--- config.mk ---
export PLATFORM = sky130hd
export DESIGN_NAME = slmc_top
export DESIGN_NICKNAME = d
export VERILOG_FILES = /design/src/rtl/slmc_pkg.sv /design/src/rtl/slmc_msg_mem.sv /design/src/rtl/slmc_top.sv
export VERILOG_INCLUDE_DIRS = /design/src /design/src/rtl
export SDC_FILE = /design/constraint.sdc
export NUM_CORES = 1
export LEC_CHECK = 0
export ABC_AREA = 1
export BUFFER_PORTS_ARGS = -buffer_cell sky130_fd_sc_hd__clkbuf_2
export CAP_MARGIN = 10
export CORE_UTILIZATION = 40
export DETAILED_ROUTE_END_ITERATION = 10
export MAX_ROUTING_LAYER = met4
export PLACE_DENSITY = 0.52
export REMOVE_ABC_BUFFERS = 1
export SETUP_SLACK_MARGIN = 0.05
export SYNTH_ARGS = -nofsm -noshare
export SYNTH_HDL_FRONTEND = slang
export SYNTH_SLANG_ARGS = --single-unit
--- constraint.sdc ---
create_clock -name clk_i -period 6.6 [get_ports clk_i]
set_input_delay 0.99 -clock clk_i [delete_from_list [all_inputs] [get_ports clk_i]]
set_output_delay 0.99 -clock clk_i [all_outputs]
set_load 0.1 [all_outputs]
--- src/rtl/slmc_cfg.svh ---
// Constants for the serial LCD message controller
// Operation
// - Set display address: instruction with bit 7 high, then 40 us execution.
// - Status read returns busy on bit 7, cursor counter below, no delay.
// - Controller runs the 8-bit init sequence itself before message data.
// - Bus is bidirectional; enable, read/write and select are outputs only.
// - Serial line inverted: start high, data complemented, stop low.
// - Rising start edge, mid-bit check, then one sample per bit period.
// - Bit timer interval is fixed at 208 us, about 4808 baud.
// - After a valid start only bit-timer ticks advance the receiver.
// - Start gone at mid-bit means noise; ignore and await the next edge.
// - Missing stop bit sets the frame-error flag.
// - Good frame sets the new-character flag for the message handler.
// - Character 10h ends message, pads to 16 spaces, writes the display.
// - Character 13h is dropped without touching the buffer.
// - Other characters are stored at the current position; pointer advances.
// - Over 16 characters without terminator: auto display, restart at start.
// - Display write sends all 16 buffer entries in order as data writes.
// - Two groups of eight, with a line-two address instruction between them.
// - After initialisation the controller shows a ready message.
// - A flagged frame error shows a frame-error message.
// - Frame is one start, eight data, no parity, one stop bit.
// - Function set selects the 8-bit bus with its width bit set.
`ifndef SLMC_CFG_SVH
`define SLMC_CFG_SVH
`define SLMC_CLK_NS 4
`define SLMC_BIT_NS 208000
`define SLMC_BIT_CYC (`SLMC_BIT_NS / `SLMC_CLK_NS)
`define SLMC_HALF_CYC (`SLMC_BIT_CYC / 2)
`define SLMC_EXEC_NS 40000
`define SLMC_EXEC_CYC ((`SLMC_EXEC_NS + `SLMC_CLK_NS - 1) / `SLMC_CLK_NS)
`define SLMC_PWR_NS 15000000
`define SLMC_PWR_CYC ((`SLMC_PWR_NS + `SLMC_CLK_NS - 1) / `SLMC_CLK_NS)
`define SLMC_SU_NS 60
`define SLMC_SU_CYC ((`SLMC_SU_NS + `SLMC_CLK_NS - 1) / `SLMC_CLK_NS)
`define SLMC_EPW_NS 480
`define SLMC_EPW_CYC ((`SLMC_EPW_NS + `SLMC_CLK_NS - 1) / `SLMC_CLK_NS)
`define SLMC_HOLD_NS 20
`define SLMC_HOLD_CYC ((`SLMC_HOLD_NS + `SLMC_CLK_NS - 1) / `SLMC_CLK_NS)
`define SLMC_DATA_BITS 3'h7
`define SLMC_CHR_END 8'h10
`define SLMC_CHR_SKIP 8'h13
`define SLMC_CHR_SPACE 8'h20
`define SLMC_INS_ADDR 8'h80
`define SLMC_LINE2_ADDR 8'h40
`define SLMC_INS_FUNC 8'h38
`define SLMC_INS_DISP_ON 8'h0C
`define SLMC_INS_ENTRY 8'h06
`define SLMC_INIT_STEPS 5'h05
`define SLMC_LINE2_STEP 5'h09
`define SLMC_DISP_STEPS 5'h12
`define SLMC_MSG_LEN 5'h10
`define SLMC_BUSY_BIT 7
`define SLMC_RST_BYTE 8'h00
`define SLMC_MSG_READY ">Ready          "
`define SLMC_MSG_FERR ">Frame Error!!! "
`endif

--- src/rtl/slmc_pkg.sv ---
// Types of the serial LCD message controller
package slmc_pkg;
  typedef enum logic [1:0] {RX_IDLE, RX_START, RX_DATA, RX_STOP}
    slmc_rx_state_type;
  typedef enum logic [2:0] {M_PWR, M_INIT, M_IDLE, M_PAD, M_DISP}
    slmc_main_state_type;
  typedef enum logic [2:0] {C_IDLE, C_SU, C_EHI, C_HOLD, C_EXEC,
    P_SU, P_EHI, P_HOLD} slmc_cyc_state_type;
  typedef enum logic [1:0] {MSG_BUF, MSG_READY, MSG_FERR}
    slmc_msg_sel_type;
endpackage : slmc_pkg

--- src/rtl/slmc_msg_mem.sv ---
// Sixteen-entry message buffer with registered read data
module slmc_msg_mem (
  // Clock
  input wire logic clk_i,
  // Write port
  input wire logic we_i,
  input wire logic [3:0] waddr_i,
  input wire logic [7:0] wdata_i,
  // Read port
  input wire logic [3:0] raddr_i,
  output logic [7:0] rdata_o
);
  logic [7:0] mem_r [16];

  always_ff @(posedge clk_i) begin
    if (we_i) begin
      mem_r[waddr_i] <= wdata_i;
    end
    rdata_o <= mem_r[raddr_i];
  end
endmodule : slmc_msg_mem

--- src/rtl/slmc_top.sv ---
// Serial receiver, message handler and LCD writer
`include "slmc_cfg.svh"
module slmc_top import slmc_pkg::*; #(
  parameter int unsigned BIT_CYC = `SLMC_BIT_CYC,
  parameter int unsigned HALF_CYC = `SLMC_HALF_CYC,
  parameter int unsigned EXEC_CYC = `SLMC_EXEC_CYC,
  parameter int unsigned PWR_CYC = `SLMC_PWR_CYC
) (
  // Clock and reset
  input wire logic clk_i,
  input wire logic rst_i,
  // Serial line
  input wire logic serial_in_pin_i,
  // LCD module bus and controls
  input wire logic [7:0] lcd_bus_i,
  output logic [7:0] lcd_bus_o,
  output logic lcd_bus_oe_n_o,
  output logic lcd_en_o,
  output logic lcd_rw_o,
  output logic instr_data_select_o,
  // Status
  output logic ready_o,
  output logic frame_error_o,
  output logic busy_indicator_o,
  output logic [6:0] cursor_counter_o
);
  // Receiver
  slmc_rx_state_type rx_state_r, rx_state_nxt;
  logic rx_prev_r;
  logic [15:0] rx_cnt_r, rx_cnt_nxt;
  logic [2:0] rx_bit_r, rx_bit_nxt;
  logic [7:0] rx_shift_r, rx_shift_nxt;
  logic [7:0] rx_char_r;
  logic rx_done, rx_ferr;
  logic new_char_r, frame_err_r;
  logic char_take, ferr_take;
  wire rx_rise = serial_in_pin_i & ~rx_prev_r;
  wire rx_tick = (rx_cnt_r == 16'h0000);
  wire [15:0] rx_dec = rx_cnt_r - 16'h0001;

  always_comb begin
    rx_state_nxt = rx_state_r;
    rx_cnt_nxt = rx_tick ? rx_cnt_r : rx_dec;
    rx_bit_nxt = rx_bit_r;
    rx_shift_nxt = rx_shift_r;
    rx_done = 1'b0;
    rx_ferr = 1'b0;
    case (rx_state_r)
      RX_IDLE: begin
        if (rx_rise) begin
          rx_state_nxt = RX_START;
          rx_cnt_nxt = 16'(HALF_CYC - 1);
        end
      end
      RX_START: begin
        if (rx_tick) begin
          if (serial_in_pin_i) begin
            rx_state_nxt = RX_DATA;
            rx_cnt_nxt = 16'(BIT_CYC - 1);
            rx_bit_nxt = 3'h0;
          end else begin
            rx_state_nxt = RX_IDLE;
          end
        end
      end
      RX_DATA: begin
        if (rx_tick) begin
          rx_shift_nxt = {~serial_in_pin_i, rx_shift_r[7:1]};
          rx_cnt_nxt = 16'(BIT_CYC - 1);
          rx_bit_nxt = rx_bit_r + 3'h1;
          if (rx_bit_r == `SLMC_DATA_BITS) begin
            rx_state_nxt = RX_STOP;
          end
        end
      end
      RX_STOP: begin
        if (rx_tick) begin
          rx_state_nxt = RX_IDLE;
          rx_done = ~serial_in_pin_i;
          rx_ferr = serial_in_pin_i;
        end
      end
      default: rx_state_nxt = RX_IDLE;
    endcase
  end

  always_ff @(posedge clk_i or posedge rst_i) begin
    if (rst_i) begin
      rx_state_r <= RX_IDLE;
      rx_prev_r <= 1'b0;
      rx_cnt_r <= 16'h0000;
      rx_bit_r <= 3'h0;
      rx_shift_r <= `SLMC_RST_BYTE;
    end else begin
      rx_state_r <= rx_state_nxt;
      rx_prev_r <= serial_in_pin_i;
      rx_cnt_r <= rx_cnt_nxt;
      rx_bit_r <= rx_bit_nxt;
      rx_shift_r <= rx_shift_nxt;
    end
  end

  // Flags: a new event wins over the clear
  always_ff @(posedge clk_i or posedge rst_i) begin
    if (rst_i) begin
      rx_char_r <= `SLMC_RST_BYTE;
      new_char_r <= 1'b0;
      frame_err_r <= 1'b0;
    end else begin
      if (rx_done) begin
        rx_char_r <= rx_shift_r;
      end
      new_char_r <= rx_done | (new_char_r & ~char_take);
      frame_err_r <= rx_ferr | (frame_err_r & ~ferr_take);
    end
  end

  // Message handler
  slmc_main_state_type m_state_r, m_state_nxt;
  slmc_msg_sel_type msg_sel_r, msg_sel_nxt;
  logic [21:0] tmr_r;
  logic [4:0] step_r, step_nxt;
  logic [4:0] wr_ptr_r, wr_ptr_nxt;
  logic [7:0] pend_r, pend_nxt;
  logic pend_v_r, pend_v_nxt;
  logic ready_r, ready_nxt;
  logic mem_we;
  logic [3:0] mem_waddr;
  logic [7:0] mem_wdata;
  logic [7:0] mem_rdata;
  logic cyc_go;
  logic cyc_busy;

  wire disp_instr = (step_r == 5'h00) || (step_r == `SLMC_LINE2_STEP);
  wire [3:0] disp_idx = (step_r < `SLMC_LINE2_STEP) ?
    4'(step_r - 5'h01) : 4'(step_r - 5'h02);
  wire [127:0] rom_msg = (msg_sel_r == MSG_READY) ?
    `SLMC_MSG_READY : `SLMC_MSG_FERR;
  wire [7:0] rom_chr = rom_msg[7'd127 - {disp_idx, 3'b000} -: 8];
  wire [7:0] line_ins = (step_r == 5'h00) ? `SLMC_INS_ADDR :
    (`SLMC_INS_ADDR | `SLMC_LINE2_ADDR);
  wire [7:0] disp_byte = disp_instr ? line_ins :
    ((msg_sel_r == MSG_BUF) ? mem_rdata : rom_chr);
  wire [7:0] init_byte = (step_r < 5'h03) ? `SLMC_INS_FUNC :
    ((step_r == 5'h03) ? `SLMC_INS_DISP_ON : `SLMC_INS_ENTRY);
  wire [7:0] cyc_byte = (m_state_r == M_INIT) ? init_byte : disp_byte;
  wire cyc_rs = (m_state_r == M_DISP) && !disp_instr;
  wire pwr_done = (tmr_r == 22'(PWR_CYC - 1));

  always_comb begin
    m_state_nxt = m_state_r;
    msg_sel_nxt = msg_sel_r;
    step_nxt = step_r;
    wr_ptr_nxt = wr_ptr_r;
    pend_nxt = pend_r;
    pend_v_nxt = pend_v_r;
    ready_nxt = ready_r;
    mem_we = 1'b0;
    mem_waddr = wr_ptr_r[3:0];
    mem_wdata = rx_char_r;
    cyc_go = 1'b0;
    char_take = 1'b0;
    ferr_take = 1'b0;
    case (m_state_r)
      M_PWR: begin
        if (pwr_done) begin
          m_state_nxt = M_INIT;
          step_nxt = 5'h00;
        end
      end
      M_INIT: begin
        if (!cyc_busy) begin
          if (step_r == `SLMC_INIT_STEPS) begin
            m_state_nxt = M_DISP;
            msg_sel_nxt = MSG_READY;
            step_nxt = 5'h00;
          end else begin
            cyc_go = 1'b1;
            step_nxt = step_r + 5'h01;
          end
        end
      end
      M_DISP: begin
        if (!cyc_busy) begin
          if (step_r == `SLMC_DISP_STEPS) begin
            m_state_nxt = M_IDLE;
            step_nxt = 5'h00;
            ready_nxt = 1'b1;
            if (msg_sel_r == MSG_BUF) begin
              wr_ptr_nxt = 5'h00;
            end
          end else begin
            cyc_go = 1'b1;
            step_nxt = step_r + 5'h01;
          end
        end
      end
      M_IDLE: begin
        if (pend_v_r) begin
          mem_we = 1'b1;
          mem_waddr = 4'h0;
          mem_wdata = pend_r;
          wr_ptr_nxt = 5'h01;
          pend_v_nxt = 1'b0;
        end else if (frame_err_r) begin
          ferr_take = 1'b1;
          msg_sel_nxt = MSG_FERR;
          m_state_nxt = M_DISP;
        end else if (new_char_r) begin
          char_take = 1'b1;
          if (rx_char_r == `SLMC_CHR_END) begin
            m_state_nxt = M_PAD;
          end else if (rx_char_r == `SLMC_CHR_SKIP) begin
            m_state_nxt = M_IDLE;
          end else if (wr_ptr_r == `SLMC_MSG_LEN) begin
            pend_nxt = rx_char_r;
            pend_v_nxt = 1'b1;
            msg_sel_nxt = MSG_BUF;
            m_state_nxt = M_DISP;
          end else begin
            mem_we = 1'b1;
            wr_ptr_nxt = wr_ptr_r + 5'h01;
          end
        end
      end
      M_PAD: begin
        if (wr_ptr_r == `SLMC_MSG_LEN) begin
          msg_sel_nxt = MSG_BUF;
          m_state_nxt = M_DISP;
        end else begin
          mem_we = 1'b1;
          mem_wdata = `SLMC_CHR_SPACE;
          wr_ptr_nxt = wr_ptr_r + 5'h01;
        end
      end
      default: m_state_nxt = M_PWR;
    endcase
  end

  always_ff @(posedge clk_i or posedge rst_i) begin
    if (rst_i) begin
      m_state_r <= M_PWR;
      msg_sel_r <= MSG_READY;
      tmr_r <= 22'h000000;
      step_r <= 5'h00;
      wr_ptr_r <= 5'h00;
      pend_r <= `SLMC_RST_BYTE;
      pend_v_r <= 1'b0;
      ready_r <= 1'b0;
    end else begin
      m_state_r <= m_state_nxt;
      msg_sel_r <= msg_sel_nxt;
      tmr_r <= pwr_done ? tmr_r : tmr_r + 22'h000001;
      step_r <= step_nxt;
      wr_ptr_r <= wr_ptr_nxt;
      pend_r <= pend_nxt;
      pend_v_r <= pend_v_nxt;
      ready_r <= ready_nxt;
    end
  end

  slmc_msg_mem u_mem (
    .clk_i(clk_i),
    .we_i(mem_we),
    .waddr_i(mem_waddr),
    .wdata_i(mem_wdata),
    .raddr_i(disp_idx),
    .rdata_o(mem_rdata)
  );

  // LCD bus cycle engine
  slmc_cyc_state_type c_state_r, c_state_nxt;
  logic [13:0] c_cnt_r, c_cnt_nxt;
  logic [7:0] bus_nxt;
  logic oe_n_nxt, en_nxt, rw_nxt, rs_nxt, busy_nxt;
  logic [6:0] cur_nxt;
  wire c_tick = (c_cnt_r == 14'h0000);
  wire [13:0] c_dec = c_cnt_r - 14'h0001;
  assign cyc_busy = (c_state_r != C_IDLE);

  always_comb begin
    c_state_nxt = c_state_r;
    c_cnt_nxt = c_tick ? c_cnt_r : c_dec;
    bus_nxt = lcd_bus_o;
    oe_n_nxt = lcd_bus_oe_n_o;
    en_nxt = lcd_en_o;
    rw_nxt = lcd_rw_o;
    rs_nxt = instr_data_select_o;
    busy_nxt = busy_indicator_o;
    cur_nxt = cursor_counter_o;
    case (c_state_r)
      C_IDLE: begin
        if (cyc_go) begin
          bus_nxt = cyc_byte;
          rs_nxt = cyc_rs;
          rw_nxt = 1'b0;
          oe_n_nxt = 1'b0;
          c_cnt_nxt = 14'(`SLMC_SU_CYC - 1);
          c_state_nxt = C_SU;
        end
      end
      C_SU, P_SU: begin
        if (c_tick) begin
          en_nxt = 1'b1;
          c_cnt_nxt = 14'(`SLMC_EPW_CYC - 1);
          c_state_nxt = (c_state_r == C_SU) ? C_EHI : P_EHI;
        end
      end
      C_EHI: begin
        if (c_tick) begin
          en_nxt = 1'b0;
          c_cnt_nxt = 14'(`SLMC_HOLD_CYC - 1);
          c_state_nxt = C_HOLD;
        end
      end
      C_HOLD: begin
        if (c_tick) begin
          oe_n_nxt = 1'b1;
          c_cnt_nxt = 14'(EXEC_CYC - 1);
          c_state_nxt = C_EXEC;
        end
      end
      C_EXEC: begin
        if (c_tick) begin
          rs_nxt = 1'b0;
          rw_nxt = 1'b1;
          c_cnt_nxt = 14'(`SLMC_SU_CYC - 1);
          c_state_nxt = P_SU;
        end
      end
      P_EHI: begin
        if (c_tick) begin
          en_nxt = 1'b0;
          busy_nxt = lcd_bus_i[`SLMC_BUSY_BIT];
          cur_nxt = lcd_bus_i[6:0];
          c_cnt_nxt = 14'(`SLMC_HOLD_CYC - 1);
          c_state_nxt = P_HOLD;
        end
      end
      P_HOLD: begin
        if (c_tick) begin
          if (busy_indicator_o) begin
            c_cnt_nxt = 14'(`SLMC_SU_CYC - 1);
            c_state_nxt = P_SU;
          end else begin
            rw_nxt = 1'b0;
            c_state_nxt = C_IDLE;
          end
        end
      end
      default: c_state_nxt = C_IDLE;
    endcase
  end

  always_ff @(posedge clk_i or posedge rst_i) begin
    if (rst_i) begin
      c_state_r <= C_IDLE;
      c_cnt_r <= 14'h0000;
      lcd_bus_o <= `SLMC_RST_BYTE;
      lcd_bus_oe_n_o <= 1'b1;
      lcd_en_o <= 1'b0;
      lcd_rw_o <= 1'b0;
      instr_data_select_o <= 1'b0;
      busy_indicator_o <= 1'b0;
      cursor_counter_o <= 7'h00;
    end else begin
      c_state_r <= c_state_nxt;
      c_cnt_r <= c_cnt_nxt;
      lcd_bus_o <= bus_nxt;
      lcd_bus_oe_n_o <= oe_n_nxt;
      lcd_en_o <= en_nxt;
      lcd_rw_o <= rw_nxt;
      instr_data_select_o <= rs_nxt;
      busy_indicator_o <= busy_nxt;
      cursor_counter_o <= cur_nxt;
    end
  end

  assign ready_o = ready_r;
  assign frame_error_o = frame_err_r;
endmodule : slmc_top

# --- After elaboration in Yosys (flattened, before gate mapping) ---
# Memory sizes are Yosys's and may differ from the RTL's. A register that Yosys moved wholly into a read port is not among the register bits.
# Index checks and enable logic that the tools add are counted.
# W data, S select, Z words.
word_totals:
  ramBits: 128
  register_bits: 124
  elab_cells: 269
  in_bits: 11
  mem_count: 1
op_classes:
  n_bitwise: 14
  n_shift: 1
  muxes: 127
  eq_ne: 53
  order_cmp: 2
  reduce_logical: 37
  addsub: 9
mem_list:
  columns: ["memory", "depth", "width", "rd", "rd_clocked_by_memory_dff", "wr", "line_no", "source"]
  rows:
  - ["u_mem.mem_r", 16, 8, 1, 1, 1, "slmc_msg_mem.sv:13", "logic [7:0] mem_r [16];"]
op_table:
  columns: ["cell", "count"]
  rows:
  - ["$shiftx A135 B8 Y8", 1]
  - ["$mux W117", 1]
  - ["$mux W14", 8]
  - ["$pmux W14 S6", 1]
  - ["$mux W16", 5]
  - ["$mux W5", 14]
  - ["$mux W3", 23]
  - ["$pmux W16 S3", 1]
  - ["$mux W8", 5]
  - ["$ne A2 B2 Y1 const B", 19]
  - ["$mux W1", 35]
  - ["$pmux W5 S3", 2]
  - ["$mux W2", 14]
  - ["$reduce_and A7 Y1", 4]
  - ["$add A22 B1 Y22 const B", 1]
  - ["$eq A22 B22 Y1 const B", 1]
  - ["$ne A3 B3 Y1 const B", 7]
  - ["$pmux W3 S7", 1]
  - ["$eq A3 B3 Y1 const B", 6]
  - ["$eq A8 B5 Y1 const B", 2]
  - ["$logic_not A16 Y1", 1]
  - ["$mux W4", 4]
  - ["$pmux W8 S2", 1]
  - ["$sub A16 B1 Y16 const B", 1]
  - ["other kinds (43)", 85]

# --- Depth between registers and ports, before layout ---
# Gate-level depths: netlist (run 1).
depth:
  word_depth: 10
  ltp_mapped: 20
  depth_no_buf: 18

# --- Cells and area by module ---
# Synthesis (run 1) repeated with hierarchy kept, for this count alone.
hier_totals:
  hier_cells: 1471
  area_unflattened_um2: 12990.0
modules_own_cells:
  columns: ["module", "seq_area_each_um2", "instances", "area_per_inst_um2", "cells_each"]
  rows:
  - ["slmc_top", 3105.5, 1, 7223.2, 920]
  - ["slmc_msg_mem", 4003.8, 1, 5766.8, 551]

# --- Worst setup path before layout (run 1) ---
# No wires, ideal clock.
synth_timing:
  path_kind: "register -> register"
  from: "register frame_err_r, in the netlist frame_error_o"
  to: "memory u_mem.mem_r[0][0], enable pin"
  path_stages_with_launch: 5
  t_arrival_ns: 2.040
  period_less_slack_ns: 2.425
  setup_ns: 0.385
  t_required_ns: 6.215
  slack_ns: 4.175
  path_cell_list: "dfrtp_1 > nor2_1 > nand4_1 > nand3_1 > nor3b_1"
synth_between:
  elab_chain_len: 5
synth_rtl:
  columns: ["element", "line_no", "source"]
  rows:
  - ["from (decl)", "slmc_top.sv:35", "logic new_char_r, frame_err_r;"]
  - ["from (signal assigned)", "slmc_top.sv:114", "frame_err_r <= rx_ferr | (frame_err_r & ~ferr_take);"]
  - ["$mux W1", "slmc_top.sv:205", "end else if (frame_err_r) begin"]
  - ["$mux W1", "slmc_top.sv:199", "if (pend_v_r) begin"]
  - ["$pmux W1 S2", "slmc_top.sv:164", "case (m_state_r)"]
  - ["$mux W1", "slmc_msg_mem.sv:16", "if (we_i) begin"]
  - ["$mux W1 (implied by the code)", "slmc_msg_mem.sv:17", "mem_r[waddr_i] <= wdata_i;"]
  - ["to (decl)", "slmc_msg_mem.sv:13", null]
# No other way between the ends.

# --- Worst setup path after layout (run 1) ---
layout_timing:
  from: "register step_r[1]"
  to: "register u_mem.rdata_o[4], read port of u_mem.mem_r"
layout_between:
  elab_chain_len: 2
  word_cells_on_any_way: 4
  cone_classes: "2 x add/sub; 1 x order compare; 1 x mux"
layout_rtl:
  columns: ["element", "line_no", "source"]
  rows:
  - ["from (decl)", "slmc_top.sv:122", "logic [4:0] step_r, step_nxt;"]
  - ["from (signal assigned)", "slmc_top.sv:254", "step_r <= step_nxt;"]
  - ["$sub A4 B2 Y4, or another cell as far along", "slmc_top.sv:136", "4'(step_r - 5'h01) : 4'(step_r - 5'h02);"]
  - ["$mux W4 (*)", "slmc_top.sv:135", "wire [3:0] disp_idx = (step_r < `SLMC_LINE2_STEP) ?"]
  - ["to (decl)", "slmc_msg_mem.sv:11", "output logic [7:0] rdata_o"]
# Mark *: on every way between the ends. The rest lies on a longest branch, timed or not.
# A chain may end at the register's enable or synchronous reset.

==> results by group, run 1 <==
Min path
  – Number of cells on the worst hold path: 1
  – Worst Hold Launch: tmr_r[18]$_DFFE_PP0N_
  – Hold WC Path Type: flip-flop to flip-flop
  – Worst Hold End: tmr_r[18]$_DFFE_PP0N_

Timing
  – RSZ-0062 raised after global routing: false
  – Fmax: slightly above 0.3 GHz
  – PnR worst setup slack: ~3.4 ns
  – Slew Limit Fails: 0
  – Period utilisation layout: about 49%
  – Clk_skew: around 0.019 ns
  – Setup TNS: 0 ns
  – Tightest Pin Transition: between 1 and 1.5 ns
  – Fin crit period: between 3 and 4 ns
  – Max-slew headroom at the worst pin: 21.7%
  – Final setup violation count: 0
  – Final hold viol count: 0

Synthesis
  – Most used DFF post-synth: edfxtp_1
  – EDFF count, synth: between 100 and 150
  – Mean Syn Cell Area: around 9.5 sq um
  – Mapped Cells: ~1.3k
  – Cell with the most instances after synthesis: nand2_1
  – Sequential share of the synthesized area: between 50 and 60%
  – Yosys top cell by area: edfxtp_1
  – Flops & latches, synth: between 200 and 300
  – Largest cells by area after synthesis: edfxtp_1 31%, dfrtp_1 25%, nand2_1 8.2%, nor2_1 5.3%, o21ai_0 4.2%
  – Synthesized area: 0.0124 sq mm
  – Post-synth cell types: 54
  – List of most frequent post-synthesis cells: 270 x nand2_1, 174 x nor2_1, 128 x edfxtp_1
  – Yosys warns: 0
  – FFs w/ async S/R, synth: a little under half
  – Synth top area share: between 30% and 40%

Placed design
  – Post-Place Cells: between 1.5k and 2k
  – Setup WS pre-CTS: 3.44 ns
  – GP Congestion: 0.876
  – DP HPWL: approximately 20000 um
  – Buffers on Ports: 32
  – Area of placed instances: roughly 0.013 sq mm

Worst setup path
  – Critical Path AT: around 3.7 ns
  – Terminus of the critical flop-to-flop path: u_mem.rdata_o[4]$_DFF_P_
  – Critical Path Fanout Max: 37
  – Worst r2r src: step_r[1]$_DFFE_PP0P_
  – FF-to-FF setup slack: roughly 3.4 ns
  – Crit path required time: 7.09 ns
  – Worst-case reg-to-reg path depth: 13
  – Setup CP Type: flip-flop to flip-flop
  – Element type at the critical path end: flip-flop
  – Startpoint types: flip-flop

Die
  – Initial core utilization: 41.1%
  – Die area: around 0.032 sq mm
  – CORE AREA: roughly 0.03 sq mm
  – I/O pins: 33
  – Die X: approximately 180 um
  – Die height: between 150 and 200 um
  – Row cnt: between 60 and 70

Final layout
  – Layout cells sized above 1: ~11%
  – # fillers: 2873
  – Final core utilization: between 40% and 50%
  – Final Instance Area: 0.0139 sq mm
  – Multi-input gate area: approximately 0.0046 sq mm
  – FF+latch area: a little over 0.007 sq mm
  – Non-Filler Instances: 1746
  – Area Growth Syn to Fin: 12.5%
  – ANT cells: 0
  – Final #Nets: 1367

Global routing
  – Vias in the first global route: roughly 8.7k
  – Pin count of the biggest net entering global routing: 73
  – First-pass GRT wire length: 46800 um
  – Initial antenna violation count: 0
  – Gr ovfl total: 0
  – GR Util All Layers: around a fifth

Pwr
  – Logic pwr share: between 1 and 1.5%
  – Internal power: 2730 uW
  – Clock share of power: slightly below 50%
  – Sw frac: between 20% and 30%
  – Sequential share of power: ~50%
  – Pwr/cell area: roughly 250 mW/mm^2
  – VDD IR-drop max: ~0.00018 V
  – Sw Pwr: between 700 and 800 uW
  – Lkg Pwr: approximately 0.0053 uW

Drt
  – Wirelength per Cell: around 17 um
  – Final WL: roughly 29000 um
  – Vias per inst: 5.13
  – Drt drc: 0
  – Antenna Nets Post-Route: 0
  – DRT Pass-1 Iters: 5
  – Vias after detailed routing: between 8k and 9k
  – 1st-iter DRT viols: approximately 700

Job
  – # Max-Cap Violations: 0

Clocking
  – CTS tree: built
  – Hold-fix buffers, CTS: 0
  – Clock Tree Root: clkbuf_16
  – CTS Buf Count: 30
  – Max clock buf depth: 3
  – Resize count post-CTS: 0
  – Worst-Skew Late Latency: approximately 0.56 ns
  – Reg clk slew, reported paths: 0.06 ns
  – Clock sinks: 260
  – H-tree level count: 1
  – Post-CTS Setup Repair Bufs: 0

Status
  – Status: finished clean
==> per-stage QoR <==
stage | power (uW) | hold slack [ns]
global route | 3560 | 0.484
detailed placement | 1770 | 0.463
global placement | 1770 | 0.456
CTS | 3490 | 0.476
finish | 3440 | 0.471
floorplan | 1760 | 0.442
==> layer usage <==
metal	track usage, %	up-vias	share of wire (%)
met3	2.66	46	4.7
met5	-	-	0
li1	-	4470	-
met1	26.5	4261	47
met2	30.7	181	46
met4	4.95	0	2.2
==> layout make-up <==
| type | count | area share, % |
|---|---|---|
| inverters | 122 | 3.35 |
| multi-input cells | 879 | 33.0 |
| flip-flops and latches | 260 | 51.2 |
| clock inverters | 25 | 1.99 |
| clock buffers | 31 | 5.43 |
| repair buffers | 39 | 1.53 |
| well taps | 390 | 3.51 |
==> power groups by stage <==
stage / clock network, uW / logic (uW) / registers (uW)
6_report: 1710 / 43.0 / 1690
5_1_grt: 1820 / 47.9 / 1690
3_5_place_dp: 0 / 45.0 / 1730
2_1_floorplan: 0 / 13.9 / 1740
3_3_place_gp: 0 / 45.1 / 1730
4_1_cts: 1750 / 45.1 / 1690
==> cell usage in the layout, fill, tap and decap left out, types with 4 or more instances in the layout <==
master / n
nor2_4: 4
nor2_1: 174
inv_1: 110
edfxtp_1: 128
nand2_1: 270
xnor2_1: 7
nor3b_1: 5
clkinv_2: 9
buf_4: 7
nor4_1: 8
clkbuf_16: 30
clkinvlp_4: 6
dfrtp_1: 122
a21oi_1: 31
nand2_2: 5
clkbuf_2: 32
o211ai_1: 6
inv_2: 9
xor2_1: 35
nor2_2: 6
o21ai_0: 95
o21ai_1: 19
ha_1: 24
bufinv_16: 5
nand4_1: 56
nor3_1: 22
clkinv_1: 4
dfxtp_1: 8
o31ai_1: 7
mux2_2: 11
o2111ai_1: 5
nand3_1: 55
==> critical path, cell delays in order, from the launching register on <==
cell	delay (ns)
dfrtp_1	0.50
inv_1	0.23
ha_1	0.27
nand2_1	0.08
nand3_2	0.11
nand2_4	0.14
nand2_2	0.07
nand2_4	0.39
inv_4	0.27
nor2_8	0.46
nand2_1	0.09
nand4_1	0.12
nand3_1	0.20
nand2_1	0.14
==> cells by family after synthesis <==
logic type                 after synthesis  synth area share, %
xor gates and xnor gates                42                 2.98
and+or+nand+nor                        619                 22.3
muxes                                   11                 1.00
AOI/OAI and AO/OA                      183                 8.41
DFF                                    260                 57.5
buffers and inverters                  155                 5.36
adders and majority gates               24                 2.43
==> sequential cells by signal (all words and copies together) (netlist names), 5 cells and up, named ones only <==
| name | count |
|---|---|
| lcd_bus_o | 8 |
| wr_ptr_r | 5 |
| tmr_r | 22 |
| c_cnt_r | 14 |
| rx_shift_r | 8 |
| cursor_counter_o | 7 |
| rx_char_r | 8 |
| step_r | 5 |
| pend_r | 8 |
| u_mem.rdata_o | 8 |
| rx_cnt_r | 16 |
| u_mem.mem_r | 128 |
==> worst max path at each step <==
stage	from	endpoint	slack, ns	cells after the start
after floorplan	rst_i	asynchronous set/reset pin	2.31	1
after global placement	step_r[1]$_DFFE_PP0P_	lcd_bus_o[6]$_DFFE_PP0P_	3.51	14
after detailed placement	step_r[1]$_DFFE_PP0P_	lcd_bus_o[6]$_DFFE_PP0P_	3.44	14
after CTS	step_r[1]$_DFFE_PP0P_	lcd_bus_o[6]$_DFFE_PP0P_	3.43	14
after global routing	step_r[1]$_DFFE_PP0P_	lcd_bus_o[3]$_DFFE_PP0P_	3.09	15
final	step_r[1]$_DFFE_PP0P_	u_mem.rdata_o[4]$_DFF_P_	3.39	13
(Power assumes the default switching activity.)
==> inputs of run 2 (changes only) <==
Clock period 6.6 ns to 3.1 ns, I/O delays scaled along.
==> run 2 against run 1 <==
Compared with the run above:
- cell count rose by 1.7%
- sequential share of layout area fell by 1.1 points
- critical path type unchanged
- sequential cell count did not move
- highest routed layer unchanged
- largest power group unchanged
==> results by group, run 2 (same netlist as run 1, synthesis figures left out) <==
Timing
  – Setup TNS: 0 ns
  – Tightest Pin Transition: between 1 and 1.5 ns
  – Final hold viol count: 0
  – Period utilisation layout: between 80 and 90%
  – Max-slew headroom at the worst pin: between 20% and 30%
  – Final Hold Slack: ~0.063 ns
  – Fin crit period: about 2.7 ns
  – Clk_skew: 0.0101 ns
  – Final setup violation count: 0
  – Fmax: 0.371 GHz
  – RSZ-0062 raised after global routing: false
  – Slew Limit Fails: 0

Die
  – Row cnt: 63
  – CORE AREA: between 0.03 and 0.04 sq mm
  – Die X: between 150 and 200 um
  – Die height: roughly 180 um
  – I/O pins: 33
  – Die area: 0.0316 sq mm
  – Initial core utilization: 41.1%

Pwr
  – Internal power: between 6000 and 7000 uW
  – Pwr/cell area: approximately 530 mW/mm^2
  – VDD IR-drop max: roughly 0.00061 V
  – Sw frac: 20.1%
  – Clock share of power: between 50 and 60%
  – Sw Pwr: roughly 1500 uW
  – Logic pwr share: under 10%
  – Lkg Pwr: 0.00551 uW
  – Sequential share of power: between 40% and 50%

Drt
  – Wirelength per Cell: between 15 and 20 um
  – Final WL: 29900 um
  – Antenna Nets Post-Route: 0
  – Vias per inst: roughly 5.2
  – Drt drc: 0
  – Vias after detailed routing: ~9.2k
  – 1st-iter DRT viols: slightly below 700
  – DRT Pass-1 Iters: 7

Final layout
  – Area Growth Syn to Fin: 14.8%
  – Commonest non-fill, non-tap cell in the layout: nand2_1
  – Max reg flops: between 100 and 150
  – ANT cells: 0
  – Largest registers: u_mem.mem_r x128, tmr_r x22, rx_cnt_r x16
  – Final core utilization: 47.2%
  – Most frequent cells in the layout: 270 x nand2_1, 174 x nor2_1, 128 x edfxtp_1
  – Final #Nets: between 1k and 1.5k
  – Non-Filler Instances: 1776
  – Layout cells sized above 1: ~12%
  – Most flops, register: u_mem.mem_r
  – Final Instance Area: ~0.014 sq mm

Clocking
  – CTS tree: built
  – Clock sinks: between 200 and 300
  – H-tree level count: 1
  – Max clock buf depth: 3
  – Reg clk slew, reported paths: ~0.060 ns
  – CTS Buf Count: 30
  – Hold-fix buffers, CTS: 0
  – Clock Tree Root: clkbuf_16
  – Worst-Skew Late Latency: around 0.55 ns
  – Resize count post-CTS: 0
  – Post-CTS Setup Repair Bufs: 0

Worst setup path
  – Slowest-stage cell, CP: nor2_1
  – Setup CP Type: flip-flop to flip-flop
  – Crit path required time: ~3.3 ns
  – Critical path's most frequent cell: inv_1
  – Element type at the critical path end: flip-flop
  – Cell Chain, Critical Path: inv_1 > ha_1 > nand3_1 > inv_1 > nor2_1 > inv_1 > nand3_1 > nand2_1 > nor2_1
  – CP top delay family: simple AND/OR/NAND/NOR gates
  – Critical Path AT: roughly 2.9 ns
  – Startpoint types: flip-flop
  – Crit path largest cell delay: approximately 0.7 ns
  – Critical Path Fanout Max: 8
  – Worst Path Buf+Inv: 3

Global routing
  – GR Util All Layers: between 20% and 30%
  – First-pass GRT wire length: slightly below 50000 um
  – Gr ovfl total: 0
  – Vias in the first global route: 9001
  – Initial antenna violation count: 0
  – Pin count of the biggest net entering global routing: a little over 80

Placed design
  – Post-Place Cells: 1720
  – GP Congestion: a little under 0.9
  – Buffers on Ports: 32
  – Area of placed instances: around 0.013 sq mm
  – DP HPWL: 19600 um

Job
  – # Max-Cap Violations: 0

Min path
  – Hold WC Path Type: primary input to asynchronous set/reset pin

Status
  – Status: finished clean
-- run 2: cell count changes in the layout (fill, tap and decap cells not counted) --
cell        change
buf_4          +28
clkbuf_1        +7
clkinv_2        -7
clkinvlp_4      -4
clkbuf_8        +3
buf_12          +2
o21ai_1         +2
o21ai_2         -2
bufinv_16       +1
clkbuf_16       +1
inv_6           -1
-- run 2: cell type report --
type,instances,area (sq um)
clock buffers,42,847
clock inverters,14,233
fillers,2886,15800
inverters,122,465
multi-input cells,879,4580
flip-flops and latches,260,7110
well taps,390,488
repair buffers,69,463
-- run 2: final timing paths --
kind	from	to	cells after the start	slack (ns)
worst max-delay path	wr_ptr_r[1]$_DFFE_PP0P_	u_mem.mem_r[3][2]$_DFFE_PP_	9	0.40
worst min-delay path	rst_i	cursor_counter_o[2]$_DFFE_PP0P_	2	0.06
worst max register to register	wr_ptr_r[1]$_DFFE_PP0P_	u_mem.mem_r[3][2]$_DFFE_PP_	9	0.40
worst min register to register	tmr_r[18]$_DFFE_PP0N_	tmr_r[18]$_DFFE_PP0N_	1	0.47
max in group asynchronous	rst_i	rx_char_r[2]$_DFFE_PP0P_	3	2.34
min in group clk_i	serial_in_pin_i	rx_prev_r$_DFF_PP0_	1	0.08
-- run 2: power by group through the flow --
stage / logic (uW) / clock network [uW] / registers [uW]
global placement: 97.3 / 0 / 3670
floorplan: 29.6 / 0 / 3710
finish: 93.1 / 3830 / 3610
global route: 104 / 4060 / 3600
CTS: 97.3 / 3920 / 3610
detailed placement: 97.3 / 0 / 3670
-- run 2: metrics by stage --
stage / total power (uW) / setup WS [ns]
floorplan: 3740 / -0.661
global placement: 3770 / 0.476
detailed placement: 3770 / 0.418
CTS: 7620 / 0.387
global route: 7760 / 0.141
finish: 7530 / 0.403
-- run 2: worst register-to-register path: cells and delay by family, from the launching register on --
family | cells | cell delay, ns
flip-flops | 1 | 0.46
adder cells (fa/ha/maj) | 1 | 0.19
AND/OR/NAND/NOR | 5 | 1.32
buffers and inverters | 3 | 0.35
-- run 2: per-layer routing --
layer | track usage [%] | share of wire, % | vias up
li1 | - | - | 4539
met1 | 27.4 | 48 | 4386
met2 | 31.6 | 45 | 197
met3 | 2.78 | 4.7 | 40
met4 | 5.13 | 2.0 | 0
met5 | - | 0 | -
